File: src/adst_defs.svh
// register map, field positions, reset values and sampling lengths
`ifndef ADST_DEFS_SVH
`define ADST_DEFS_SVH

// word addresses of the registers
`define ADST_ADDR_W 2
`define ADST_IDX_CFG 2'h0
`define ADST_IDX_STATUS 2'h1

// configuration register layout
`define ADST_FIELD_W 3
`define ADST_RSVD_LSB 24
`define ADST_CH17_LSB 21
`define ADST_CH16_LSB 18
`define ADST_CH15_LSB 15
`define ADST_CH14_LSB 12
`define ADST_CH13_LSB 9
`define ADST_CH12_LSB 6
`define ADST_CH11_LSB 3
`define ADST_CH10_LSB 0
`define ADST_CFG_RST 24'h000000
`define ADST_RSVD_VAL 8'h00
`define ADST_FULL_WORD 4'hF

// status register layout
`define ADST_ST_SAMPLING 0
`define ADST_ST_CH_LSB 4

// first and last channel held by this register
`define ADST_CH_FIRST 5'h0A
`define ADST_CH_LAST 5'h11

// sampling lengths in tenths of a converter cycle, as printed
`define ADST_SPT_X10_0 15
`define ADST_SPT_X10_1 75
`define ADST_SPT_X10_2 135
`define ADST_SPT_X10_3 285
`define ADST_SPT_X10_4 415
`define ADST_SPT_X10_5 555
`define ADST_SPT_X10_6 715
`define ADST_SPT_X10_7 2395

`endif

File: src/adst_pkg.sv
// types and the sampling length lookup of the sample time block
`include "adst_defs.svh"
package adst_pkg;

   // one avalon request
   typedef struct packed {
      logic read;
      logic write;
      logic [`ADST_ADDR_W-1:0] address;
      logic [31:0] writedata;
      logic [3:0] byteenable;
   } adst_avs_req_t;

   // eight codes, ch17 in the top bits
   typedef struct packed {
      logic [2:0] sample_len_ch17;
      logic [2:0] sample_len_ch16;
      logic [2:0] sample_len_ch15;
      logic [2:0] sample_len_ch14;
      logic [2:0] sample_len_ch13;
      logic [2:0] sample_len_ch12;
      logic [2:0] sample_len_ch11;
      logic [2:0] sample_len_ch10;
   } adst_cfg_t;

   typedef enum logic [1:0] {
      ADST_IDLE = 2'b01,
      ADST_SAMPLE = 2'b10
   } adst_fsm_t;

   typedef struct packed {
      logic waitrequest;
      logic [31:0] rdata;
      adst_cfg_t cfg;
      adst_fsm_t fsm;
      logic [7:0] cnt;
      logic [4:0] ch;
      logic sampling;
      logic done;
   } adst_state_t;

   // whole clock cycles of sampling, half cycles rounded up
   function automatic logic [7:0] adst_cycles(input logic [2:0] code);
      int x10;
      unique case (code)
         3'h0: x10 = `ADST_SPT_X10_0;
         3'h1: x10 = `ADST_SPT_X10_1;
         3'h2: x10 = `ADST_SPT_X10_2;
         3'h3: x10 = `ADST_SPT_X10_3;
         3'h4: x10 = `ADST_SPT_X10_4;
         3'h5: x10 = `ADST_SPT_X10_5;
         3'h6: x10 = `ADST_SPT_X10_6;
         3'h7: x10 = `ADST_SPT_X10_7;
      endcase
      return 8'((x10 + 9) / 10);
   endfunction : adst_cycles

endpackage : adst_pkg

File: src/adst_sample_cfg.sv
// sample time configuration for channels 10 to 17, avalon slave
//
// Our own choices: the register offsets and the Avalon-MM register port.
`timescale 1ns/1ps
`default_nettype none
`include "adst_defs.svh"

// Overview of operation
// - bits 31..24 reserved: read zero, writes ignored there
// - bits 23..21 hold channel 17 sampling code, reset zero
// - bits 20..18 hold channel 16 sampling code, reset zero
// - bits 17..15 hold channel 15 sampling code, reset zero
// - bits 14..12 hold channel 14 sampling code, reset zero
// - bits 11..9 hold channel 13 sampling code, reset zero
// - bits 8..6 hold channel 12 sampling code, reset zero
// - bits 5..3 hold channel 11 sampling code, reset zero
// - bits 2..0 channel 10; codes give 1.5 to 239.5 cycles
module adst_sample_cfg (
   input wire logic ref_clk,
   input wire logic rst,
   input wire logic ce,
   input wire adst_pkg::adst_avs_req_t avs_req,
   output logic [31:0] avs_readdata,
   output logic avs_waitrequest,
   input wire logic conv_start,
   input wire logic [4:0] conv_channel,
   output adst_pkg::adst_cfg_t sample_cfg,
   output logic sampling,
   output logic sample_done
);
   import adst_pkg::*;

   adst_state_t r;
   adst_state_t next_r;
   logic wr_cfg;
   logic [31:0] wd;

   // pick the code of a channel of this bank
   function automatic logic [2:0] code_of(input adst_cfg_t c,
                                          input logic [4:0] ch);
      unique case (ch)
         5'h0A: code_of = c.sample_len_ch10;
         5'h0B: code_of = c.sample_len_ch11;
         5'h0C: code_of = c.sample_len_ch12;
         5'h0D: code_of = c.sample_len_ch13;
         5'h0E: code_of = c.sample_len_ch14;
         5'h0F: code_of = c.sample_len_ch15;
         5'h10: code_of = c.sample_len_ch16;
         default: code_of = c.sample_len_ch17;
      endcase
   endfunction : code_of

   // write takes effect at the edge where waitrequest is low
   assign wd = avs_req.writedata;
   assign wr_cfg = avs_req.write && !r.waitrequest
      && avs_req.address == `ADST_IDX_CFG
      && avs_req.byteenable == `ADST_FULL_WORD;

   // next state: bus slave and sampling timer
   always_comb begin
      next_r = r;
      next_r.done = 1'b0;
      next_r.waitrequest = !((avs_req.read || avs_req.write)
         && r.waitrequest);
      if (avs_req.read && r.waitrequest) begin
         unique case (avs_req.address)
            `ADST_IDX_CFG: next_r.rdata = {`ADST_RSVD_VAL, r.cfg};
            `ADST_IDX_STATUS: begin
               next_r.rdata = 32'h00000000;
               next_r.rdata[`ADST_ST_SAMPLING] = r.sampling;
               next_r.rdata[`ADST_ST_CH_LSB +: 5] = r.ch;
            end
            default: next_r.rdata = 32'h00000000;
         endcase
      end
      // reserved bits 31..24 are never stored
      if (wr_cfg) begin
         next_r.cfg.sample_len_ch17 = wd[`ADST_CH17_LSB +: `ADST_FIELD_W];
         next_r.cfg.sample_len_ch16 = wd[`ADST_CH16_LSB +: `ADST_FIELD_W];
         next_r.cfg.sample_len_ch15 = wd[`ADST_CH15_LSB +: `ADST_FIELD_W];
         next_r.cfg.sample_len_ch14 = wd[`ADST_CH14_LSB +: `ADST_FIELD_W];
         next_r.cfg.sample_len_ch13 = wd[`ADST_CH13_LSB +: `ADST_FIELD_W];
         next_r.cfg.sample_len_ch12 = wd[`ADST_CH12_LSB +: `ADST_FIELD_W];
         next_r.cfg.sample_len_ch11 = wd[`ADST_CH11_LSB +: `ADST_FIELD_W];
         next_r.cfg.sample_len_ch10 = wd[`ADST_CH10_LSB +: `ADST_FIELD_W];
      end
      // sampling phase timer, code chosen at the start
      unique case (r.fsm)
         ADST_IDLE: begin
            if (conv_start && conv_channel >= `ADST_CH_FIRST
                && conv_channel <= `ADST_CH_LAST) begin
               next_r.ch = conv_channel;
               next_r.cnt = adst_cycles(code_of(r.cfg, conv_channel))
                  - 8'h01;
               next_r.sampling = 1'b1;
               next_r.fsm = ADST_SAMPLE;
            end
         end
         ADST_SAMPLE: begin
            if (r.cnt == 8'h00) begin
               next_r.sampling = 1'b0;
               next_r.done = 1'b1;
               next_r.fsm = ADST_IDLE;
            end else begin
               next_r.cnt = r.cnt - 8'h01;
            end
         end
         default: begin
            next_r.fsm = ADST_IDLE;
            next_r.sampling = 1'b0;
         end
      endcase
   end

   // state register, frozen while ce is low
   always_ff @(posedge ref_clk or posedge rst) begin
      if (rst) begin
         r <= '{waitrequest: 1'b1, rdata: 32'h00000000,
                cfg: `ADST_CFG_RST, fsm: ADST_IDLE, cnt: 8'h00,
                ch: 5'h00, sampling: 1'b0, done: 1'b0};
      end else if (ce) begin
         r <= next_r;
      end
   end

   // outputs straight from the state register
   assign avs_readdata = r.rdata;
   assign avs_waitrequest = r.waitrequest;
   assign sample_cfg = r.cfg;
   assign sampling = r.sampling;
   assign sample_done = r.done;

   // helpers: length of the running sampling phase and its code
   logic [7:0] h_len;
   logic [2:0] h_code;
   always_ff @(posedge ref_clk or posedge rst) begin
      if (rst) begin
         h_len <= 8'h00;
         h_code <= 3'h0;
      end else if (ce) begin
         if (r.fsm == ADST_IDLE) begin
            h_len <= 8'h00;
            h_code <= code_of(r.cfg, conv_channel);
         end else begin
            h_len <= h_len + 8'h01;
         end
      end
   end
endmodule : adst_sample_cfg
`default_nettype wire

File: config.mk
export PLATFORM = sky130hd
export DESIGN_NAME = adst_sample_cfg
export DESIGN_NICKNAME = d
export VERILOG_FILES = /design/src/adst_pkg.sv /design/src/adst_sample_cfg.sv
export VERILOG_INCLUDE_DIRS = /design/src
export SDC_FILE = /design/constraint.sdc
export NUM_CORES = 1
export LEC_CHECK = 0
export ABC_AREA = 0
export BUFFER_PORTS_ARGS = -buffer_cell sky130_fd_sc_hd__buf_2
export CORE_MARGIN = 4
export CORE_UTILIZATION = 57
export DETAILED_ROUTE_END_ITERATION = 8
export GPL_TIMING_DRIVEN = 0
export PLACE_DENSITY_LB_ADDON = 0.08
export SYNTH_ARGS = -nofsm -noshare
export SYNTH_HDL_FRONTEND = slang
export SYNTH_SLANG_ARGS = --single-unit
File: constraint.sdc
create_clock -name ref_clk -period 10.3 [get_ports ref_clk]
set_input_delay 0.515 -clock ref_clk [delete_from_list [all_inputs] [get_ports ref_clk]]
set_output_delay 0.515 -clock ref_clk [all_outputs]
set_load 0.01 [all_outputs]
Yosys cells after proc, flatten, opt, wreduce, memory -nomap -nowiden
Memories as Yosys holds them, arrays and structs flattened.
Cells that the tools add are included.
Word-level totals
  word-level logic and storage cells: 68
  memories: 1
  register bits: 74
  ROM bits: 80
  input port bits: 49
  output and inout port bits: 59
Memory list
  (no name shown): words 8, bits a word 10, rd ports 1, clocked after memory_dff 0, wr ports 0, RTL line adst_pkg.sv:45  | unique case (code)
Cells by class
  reductions and logical operators: 18
  order comparisons: 2
  equality and inequality tests: 14
  div/mod/pow operators: 1
  add/sub/neg operators: 3
  mux-type cells: 14
Operators with widths (number)
  32-bit 2-to-1 mux: 2
  24-bit one-hot mux with 2 select lines: 1
  32-bit by 5-bit adder with 32-bit output, second input constant: 1
  32-bit by 5-bit divider with 32-bit output, second input constant: 1
  5-bit by 4-bit equality test with 1-bit output, second input constant: 6
  3-bit one-hot mux with 7 select lines: 1
  16-bit 2-to-1 mux: 1
  8-bit one-hot mux with 2 select lines: 1
  8-bit by 1-bit subtractor with 8-bit output, second input constant: 2
  8-bit zero test: 1
  8-bit 2-to-1 mux: 1
  1-bit logical AND: 7
  3-bit 2-to-1 mux: 2
  2-bit != test, second input constant: 3
  3-bit AND reduction: 2
  5-bit equality test, second input constant: 1
  5-bit by 4-bit >= comparator with 1-bit output, second input constant: 1
  5-bit <= comparator, second input constant: 1
  2-bit by 1-bit equality test with 1-bit output, second input constant: 2
  4-bit equality test, second input constant: 1
  2-bit 2-to-1 mux: 2
  2-bit one-hot mux with 2 select lines: 1
  2-bit AND reduction: 2
  4-bit AND reduction: 1
  other kinds (7): 8

Logic depth before layout (Yosys ltp)
Gate-level depths: netlist (run 1).
An unclocked memory read counts as a cell.
  depth in word-level cells: 13
  mapped depth: 39
  depth with buffers taken out: 33

Least setup slack after synthesis (run 1)
OpenSTA, ideal clock, no wires.
  path kind: input port to flip-flop
  from: input conv_channel[2]
  to: register r[7] (netlist bit)
  path buffers: 6
  arrival: 7.771 ns
  stages on the path: 35
  data required time: 10.206 ns
  slack: 2.436 ns
  library setup time: 0.094 ns
  path through: buf_2 or2_1 and2_0 clkbuf_1 or3_1 o21ai_2 buf_2 buf_1 nor2_1 a21oi_1 ha_1 nor2b_1 clkbuf_1 o211a_1 nor3_1 ha_1 nor2_1 nand3_1 a211o_1 nand3_1 o21ai_4 mux2_4 o21a_1 o221ai_1 o211a_1 nand2_2 o311ai_1 nand4_1 o31a_1 buf_4 or3_1 nand4b_1 nor3b_2 o211ai_1 a221oi_2
Between the ends
  cells in the longest elaborated chain, start to end: 12
  elaborated cells on any way between the ends: 24
  classes of those cells: 2 x add/sub; 1 x div; 2 x order compare; 8 x eq/ne; 7 x mux; 3 x reduce/logical; 1 x memory
RTL lines
  start, declared: RTL line adst_sample_cfg.sv:26  | input wire logic [4:0] conv_channel,
  5-bit equality test / 5-bit by 4-bit equality test with 1-bit output (equally long branches): RTL line adst_sample_cfg.sv:41  | unique case (ch)
  3-bit one-hot mux with 7 select lines
  3-bit 2-to-1 mux: RTL line adst_sample_cfg.sv:90  | if (conv_start && conv_channel >= `ADST_CH_FIRST
  3-bit 2-to-1 mux: RTL line adst_sample_cfg.sv:88  | unique case (r.fsm)
  memory read 8 x 10 bit
  32-bit 2-to-1 mux: RTL line adst_sample_cfg.sv:90
  32-bit 2-to-1 mux: RTL line adst_sample_cfg.sv:88
  32-bit by 5-bit adder with 32-bit output: RTL line adst_pkg.sv:55  | return 8'((x10 + 9) / 10);
  32-bit by 5-bit divider with 32-bit output: RTL line adst_pkg.sv:55
  8-bit by 1-bit subtractor with 8-bit output: RTL line adst_sample_cfg.sv:94  | - 8'h01;
  16-bit 2-to-1 mux: RTL line adst_sample_cfg.sv:90
  8-bit one-hot mux with 2 select lines: RTL line adst_sample_cfg.sv:88
  end signal, assigned: RTL line adst_sample_cfg.sv:118  | r <= '{waitrequest: 1'b1, rdata: 32'h00000000,
  end signal, assigned: RTL line adst_sample_cfg.sv:122  | r <= next_r;
  end, declared: RTL line adst_sample_cfg.sv:33  | adst_state_t r;
Several ways; a longest one is shown, not always the timed one. The select of a mux whose other input is x is not followed.
A chain may end at the register's enable or synchronous reset.

Worst setup path in the final report (run 1)
  from: input conv_channel[4]
  to: register r[7] (netlist bit)
The elaborated chain is that of the path after synthesis.

==> results of run 1 <==
worst paths after layout:
check | from | to | slack [ns] | cells after the start
worst min register to register | avs_readdata[11] | avs_readdata[11] | 0.48 | 2
max in group asynchronous | rst | avs_readdata[19] | 9.46 | 3
min in group ref_clk | avs_req[6] | sample_cfg[2] | 0.39 | 2
worst min-delay path | rst | avs_readdata[6] | 0.24 | 2
worst max-delay path | conv_channel[4] | r[7] | 0.92 | 34
worst max register to register | sample_cfg[13] | r[7] | 1.04 | 32
power by group:
part | leakage, uW | internal [uW] | switching [uW]
sequential | 0.000872 | 277 | 17.5
combinational | 0.00209 | 129 | 182
clock | 0.000109 | 124 | 98.9
cells by family (layout without fill, tap and decap cells):
logic type	count (synthesis)	in the layout	synth area share
muxes	43	43	0.0831
adders and majority gates	14	14	0.0308
buffers and inverters	110	214	0.115
AOI/OAI and AO/OA	197	197	0.250
DFF	65	65	0.286
other	1	8	0.000659
xor gates and xnor gates	16	16	0.0246
and+or+nand+nor	235	235	0.210
sequential cells by signal, summed over array words and instances, names as in the netlist:
signal,count
r,15
sample_done,1
avs_waitrequest,1
avs_readdata,24
sample_cfg,24
synth_stat cells, types with 4 or more instances:
master,count
xor2_1,6
nor3_1,21
o31a_1,4
or3_1,7
mux2i_1,14
a21o_1,6
ha_1,14
nand4b_1,4
nand2_1,86
nand2b_1,5
buf_2,7
o21ai_2,4
a31oi_1,6
o31ai_1,7
nand4_1,7
dfrtp_1,63
inv_1,19
xnor2_1,10
nor2b_1,7
a211oi_1,9
buf_4,58
o21ai_1,7
o211ai_1,9
nor2_1,44
a21oi_1,36
o21ai_0,46
nand3_1,16
mux2_2,27
clkbuf_1,21
a21boi_0,4
o211a_1,6
o21a_1,6
final cells by class:
type,instances,area (um^2)
buffer,90,579
clock buffer,11,151
clock inverter,5,53.8
fill,873,3180
inverter,20,75.1
multi-input combinational,513,3440
sequential,65,1630
tap,133,166
timing repair buffer,88,458
through the flow:
step	power [uW]	setup slack, ns	hold slack, ns	std cells
after floorplan	529	2.44	0.450	688
after global routing	879	0.203	0.281	925
after global placement	595	0.938	0.466	907
after detailed placement	605	0.839	0.472	909
after CTS	830	1.16	0.249	925
final	828	0.923	0.240	925
metal layers:
metal | part of all wire | routed length [um] | vias up
met5 | 0 | 0 | -
met4 | 0.010 | 160 | 0
met3 | 0.086 | 1320 | 14
met2 | 0.46 | 7120 | 231
met1 | 0.44 | 6740 | 2601
li1 | - | - | 2636
==> metrics, run 1 <==
grt ovf 0; YS warnings 0; CTS tree yes; first-pass GRT wire length 25600 um; worst-skew pair later-pin latency 0.35 ns; final wirelength 15300 um; critical path's top delay family compound AO/OA/AOI/OAI gates; crit path capture type flop; Post-CTS Setup Inserts 0; vias post-DR between 5000 and 6000; final period utilization 0.910; number of global-route vias before repair between 5000 and 6000; most used routing layer in global routing met2; cells after synthesis slightly below 700; Die ar. approximately 0.012 mm^2; register area share after synthesis 0.286; Initial DRC Count approximately 570; RSZ-0062 raised after global routing false; DRC viols 0; met1 GRT Util 0.382; hpwl dp 12000 um; worst path arrival time a little under 10 ns; CTS clock-pin slew for the worst setup and hold paths approximately 0.07 ns; layout net count 850; initial antenna violation count 0; clk buf depth 2; Slew Limit Fails 0; Synth-to-Final Area Change 15.2%; final setup fails 0; design area between 0.006 and 0.007 mm^2; Site Rows 36; clock skew about 0.014 ns; met2 Use GR 0.440; H-tree depth 3; WP buf/inv 5; most used cell, CP o211ai_1; MaxCap Viol Count 0; most frequent cells in the layout buf_2, nand2_1, dfrtp_1; Synth Register Bits 65; IO Port Bufs 86; top-area cell type share of the netlist area 0.277; Area after DPL ~0.0063 mm^2; Max-slew headroom 0.423; worst slew pin tran about 0.86 ns; Top Ports 108; share of cells above drive strength 1 0.297; Avg Synthesized Cell Area 8.35 um^2; TNS Setup 0 ns; Die H around 110 um; post-CTS sizing 0; area leader, netlist dfrtp_1; Post-synth EDFFs 0; Netlist cell types 92; clk sinks 65; commonest non-fill, non-tap cell in the layout buf_2; post-cts hold buffer count 0; CP peak stage delay about 0.55 ns; Vias/cell between 5 and 6; Hold Vio Cnt, Final 0; largest net degree at the start of global routing 39; min-delay worst type input port to async pin; Crit Path Class input port to flop; total CTS buffers 9; Primary FF master, synth dfrtp_1; leakage power 0.00307 uW; fmax 0.107 GHz; synth top area cells dfrtp_1, buf_4, nand2_1; Worst setup SP type input port; total power per unit cell area 126 mW/mm^2; CP max-delay cell o22ai_1; Crit path required time 10.54 ns; CP max FO 10; n_diodes 0; Netlist Area Pre-Place ~0.0057 mm^2; clk root buf clkbuf_8; Final Critical Period approximately 9.4 ns; GP Congestion between 0.9 and 1; met3 track demand over resource 0.0456; effective utilization at floorplan 0.585; GRT Util Overall 0.272; worst vdd ir between 0.07 and 0.08 mV; DRT antenna net count 0; first-pass iteration count of the detailed router 5; core area roughly 0.01 mm^2; Post-synth ARST share 1.00; WL/cell ~17 um; status finished, final reports clean; final core occ 0.673; Chip Width between 100 and 150 um
Power figures use the tool's default switching activity.
==> run 2: changes to the inputs <==
CELL_PAD_IN_SITES_DETAIL_PLACEMENT = 1   (was default)
CELL_PAD_IN_SITES_GLOBAL_PLACEMENT = 2   (was default)
CORE_UTILIZATION = 33   (was 57)
==> metrics, run 2 (synthesis gave the netlist of run 1 again) <==
Worst setup SP type input port; core area 0.0168 mm^2 (+72%); commonest non-fill, non-tap cell in the layout buf_2; Hold Vio Cnt, Final 0 (unchanged); FF+latch area 0.00163 mm^2 (unchanged); final period utilization 0.906 (-0.00408); Switch Pwr 320 uW (+7.3%); Top Ports 108 (unchanged); Reg2Reg Depth 33 (+3.1%); layout net count 849 (-0.12%); worst slew pin tran 0.842 ns (-0.0149 ns); crit path capture type flop; setup slack at placement 0.247 ns (-0.593 ns); worst-skew pair later-pin latency 0.33 ns (-0.02 ns); CTS tree yes; clk root buf clkbuf_16; slack of the critical path 0.965 ns (+0.0420 ns); hpwl dp 15200 um (+26%); vias post-DR 5504 (+0.40%); worst vdd ir 0.0727 mV (-3.9%); Cell Int Power 641 uW (+21%); Final Critical Period 9.33 ns (-0.0420 ns); min-delay worst type input port to async pin; CP peak stage delay 0.47 ns (-0.08 ns); first-pass GRT wire length 31200 um (+22%); GRT Util Overall 0.196 (-0.0762); WL/cell 18.9 um (+14%); flop2flop setup slack 1.06 ns (+0.02 ns); clk sinks 65 (unchanged); most frequent cells in the layout buf_2, nand2_1, dfrtp_1; Synth-to-Final Area Change 19.3%; TNS Setup 0 ns (unchanged); Initial DRC Count 267 (-53%); largest net degree at the start of global routing 66 (+69%); Finished Layout Cells 1010 (+9.2%); Die H 139 um (+29%); total CTS buffers 9 (unchanged); n_diodes 0 (unchanged); grt ovf 0 (unchanged); clk buf depth 2 (unchanged); MaxCap Viol Count 0 (unchanged); fmax 0.107 GHz (+0.45%); Chip Width 139 um (+29%); Clock Power Share 0.359 (+0.090); H-tree depth 3 (unchanged); Site Rows 47 (+31%); Vias/cell 5.45 (-8.0%); Flop pwr share 0.308 (-0.048); Combinational Power Share 0.334 (-0.041); DRT antenna net count 0 (unchanged); worst path arrival time 9.57 ns (-0.05 ns); GP Congestion 0.878 (-5.3%); Slew Limit Fails 0 (unchanged); most used cell, CP o211ai_1; initial antenna violation count 0 (unchanged); CP max FO 11 (+1); status finished, final reports clean; final wirelength 19100 um (+24%); Crit path required time 10.53 ns (about the same); sw frac 0.333 (-0.0273); leakage power 0.00312 uW (+1.6%); placed cells 995 (+9.5%); Die ar. 0.0194 mm^2 (+67%); CP max-delay cell clkbuf_1; clock skew 0.00841 ns (-0.00586 ns); CTS clock-pin slew for the worst setup and hold paths 0.06 ns (about the same); multi-input logic area 0.00346 mm^2 (+0.65%); final setup fails 0 (unchanged); Crit Path Class input port to flop; Worst R2R Start sample_cfg[7]; number of global-route vias before repair 5724 (+11%); Crit Reg-Reg Endpoint r[7]; DRC viols 0 (unchanged); Max-slew headroom 0.437 (+0.0141); IO Port Bufs 86 (unchanged); RSZ-0062 raised after global routing false; first-pass iteration count of the detailed router 4 (-1); total power per unit cell area 142 mW/mm^2 (+12%); share of cells above drive strength 1 0.296 (-0.000515); Fill cells 2058 (+140%); effective utilization at floorplan 0.339 (-0.245)
## run 2: power groups by stage
stage | sequential [uW] | combinational, uW | clock, uW
after floorplan | 294 | 236 | 0
after global placement | 299 | 311 | 0
after detailed placement | 300 | 319 | 0
after CTS | 296 | 321 | 352
after global routing | 299 | 357 | 363
final | 296 | 321 | 345
## run 2: layout make-up
type,instances,area share
timing repair buffer,87,0.0645
buffer,90,0.0855
tap,220,0.0406
multi-input combinational,513,0.510
sequential,65,0.240
inverter,20,0.0114
clock inverter,3,0.0133
clock buffer,12,0.0348
## run 2: how the worst max path moves through the flow
stage | from | endpoint | slack (ns) | depth (start not counted)
4_1_cts | conv_channel[4] | r[7] | 0.56 | 35
6_report | conv_channel[4] | r[7] | 0.97 | 35
5_1_grt | conv_channel[4] | r[7] | 0.18 | 35
3_3_place_gp | conv_channel[4] | r[7] | 0.49 | 35
2_1_floorplan | conv_channel[2] | r[7] | 2.44 | 35
3_5_place_dp | conv_channel[4] | r[7] | 0.25 | 35
## run 2: what timing repair did
item	4_1_cts	5_1_grt
hold buffers	0	0
resized for setup	0	5
endpoints found under the setup margin	0	1
setup buffers	0	0
## run 2: worst max-delay path: cells and delay by family
| kind | cells | cell delay (ns) |
|---|---|---|
| compound gates | 15 | 3.92 |
| simple gates | 11 | 2.27 |
| buf+inv | 6 | 1.66 |
| fa+ha+maj | 2 | 0.74 |
| mux | 1 | 0.43 |
## run 2: metrics by stage
stage                     utilization  power (uW)  hold WS, ns  area [um^2]
after floorplan                     -         529        0.450         5720
after global placement          0.383         609        0.466         6420
after detailed placement        0.384         619        0.476         6440
after CTS                       0.404         968        0.371         6760
after global routing            0.405        1020        0.400         6790
final                           0.405         962        0.325         6790
## run 2: routing by layer
layer	share of wire	global-route usage	vias up
met2	0.46	0.315	112
met1	0.48	0.280	2743
met3	0.047	0.0285	17
li1	-	-	2632
met5	0	0	-
met4	0.010	0.0427	0
==> run 3: changes to the inputs <==
CORE_ASPECT_RATIO = 1.75   (was default)
==> metrics, run 3 (synthesis gave the netlist of run 1 again) <==
layout net count 848 (-0.12%); worst-skew pair later-pin latency 0.33 ns (about the same); GP Congestion 0.890 (+1.4%); worst vdd ir 0.0710 mV (-2.3%); initial antenna violation count 0 (unchanged); CP max FO 10 (-1); clock skew 0.00750 ns (-0.000912 ns); share of cells above drive strength 1 0.299 (+0.00253); final wirelength 20300 um (+6.3%); RSZ-0062 raised after global routing false; Top Ports 108 (unchanged); slack of the critical path 0.760 ns (-0.206 ns); GRT Util Overall 0.212 (+0.0161); worst path arrival time 9.78 ns (+0.21 ns); hpwl dp 16900 um (+12%); TNS Setup 0 ns (unchanged); CTS tree yes; first-pass iteration count of the detailed router 6 (+2); IO Port Bufs 86 (unchanged); first-pass GRT wire length 32300 um (+3.6%); metal2 WL 11900 um (+35%); Hold Vio Cnt, Final 0 (unchanged); Vias/cell 5.35 (-1.8%); DRT antenna net count 0 (unchanged); Crit Path Class input port to flop; final setup fails 0 (unchanged); commonest non-fill, non-tap cell in the layout buf_2; clk sinks 65 (unchanged); Worst setup SP type input port; wl on met1 6970 um (-24%); Die H 182 um (+30%); Slew Limit Fails 0 (unchanged); CP max-delay cell o211ai_1; n_diodes 0 (unchanged); CP peak stage delay 0.51 ns (+0.04 ns); grt ovf 0 (unchanged); core area 0.0169 mm^2 (+1.1%); Max-slew headroom 0.404 (-0.0323); most used cell, CP o211ai_1; number of global-route vias before repair 6055 (+5.8%); vias post-DR 5440 (-1.2%); hold slack 0.342 ns (+0.0173 ns); final core occ 0.399 (-0.00604); WL met3 590 um (-35%); Post-CTS Setup Inserts 0 (unchanged); fmax 0.105 GHz (-2.2%); flop2flop setup slack 0.94 ns (-0.12 ns); largest net degree at the start of global routing 66 (unchanged); Initial DRC Count 98 (-63%); crit path capture type flop; status finished, final reports clean; WL/cell 20.0 um (+5.5%); effective utilization at floorplan 0.336 (-0.00376); total power per unit cell area 138 mW/mm^2 (-2.7%); H-tree depth 3 (unchanged); clk buf depth 2 (unchanged); Chip Width 107 um (-23%); post-cts hold buffer count 0 (unchanged); post-CTS sizing 0 (unchanged); worst slew pin tran 0.887 ns (+0.0456 ns); most frequent cells in the layout buf_2, nand2_1, dfrtp_1; clk root buf clkbuf_16; Worst R2R Start sample_cfg[13]; Final Critical Period 9.54 ns (+0.206 ns); Synth-to-Final Area Change 18.8%; Crit Reg-Reg Endpoint r[7]; highest routed layer met4; DRC viols 0 (unchanged); CTS clock-pin slew for the worst setup and hold paths 0.06 ns (about the same); leakage power 0.00310 uW (-0.66%); MaxCap Viol Count 0 (unchanged); Die ar. 0.0195 mm^2 (+0.43%); final period utilization 0.926 (+0.0200); min-delay worst type input port to async pin; Reg2Reg Depth 33 (unchanged); Crit path required time 10.54 ns (about the same); Site Rows 63 (+34%); total CTS buffers 9 (unchanged); setup slack at placement 0.0170 ns (-0.230 ns)
-- run 3: cell type report --
cell class                 instances  area (um^2)
sequential                        65         1630
clock inverter                     6         66.3
clock buffer                      10          239
tap                              227          284
fill                            2096        10200
buffer                            89          576
timing repair buffer              87          435
inverter                          20         77.6
multi-input combinational        513         3450
-- run 3: layer usage --
metal / global-route usage / up-vias
met5: 0 / -
met4: 0.0983 / 0
met3: 0.0249 / 42
met2: 0.436 / 117
met1: 0.198 / 2654
li1: - / 2627
-- run 3: report_power, final --
part / switching [uW] / internal, uW
Clock: 118 / 194
Combinational: 197 / 129
Sequential: 17.2 / 277
Total: 332 / 600
-- run 3: worst max-delay path: cells and delay by family --
family	cells	cell delay, ns
buffers and inverters	6	1.35
AOI/OAI and AO/OA	13	3.63
and+or+nand+nor	12	2.74
adders and majority gates	3	1.05
muxes	1	0.48
-- run 3: worst max-delay path by stage --
stage / cells past startpoint / end / start
finish: 35 / r[7] / conv_channel[4]
global route: 35 / r[7] / conv_channel[4]
CTS: 35 / r[7] / conv_channel[4]
detailed placement: 35 / r[7] / conv_channel[4]
global placement: 34 / r[7] / conv_channel[2]
floorplan: 35 / r[7] / conv_channel[2]
-- run 3: through the flow --
| stage | cell area, um^2 | total power (uW) | instances |
|---|---|---|---|
| floorplan | 5720 | 529 | 688 |
| global placement | 6430 | 616 | 1001 |
| detailed placement | 6430 | 625 | 1001 |
| CTS | 6740 | 940 | 1017 |
| global route | 6760 | 986 | 1017 |
| finish | 6760 | 932 | 1017 |
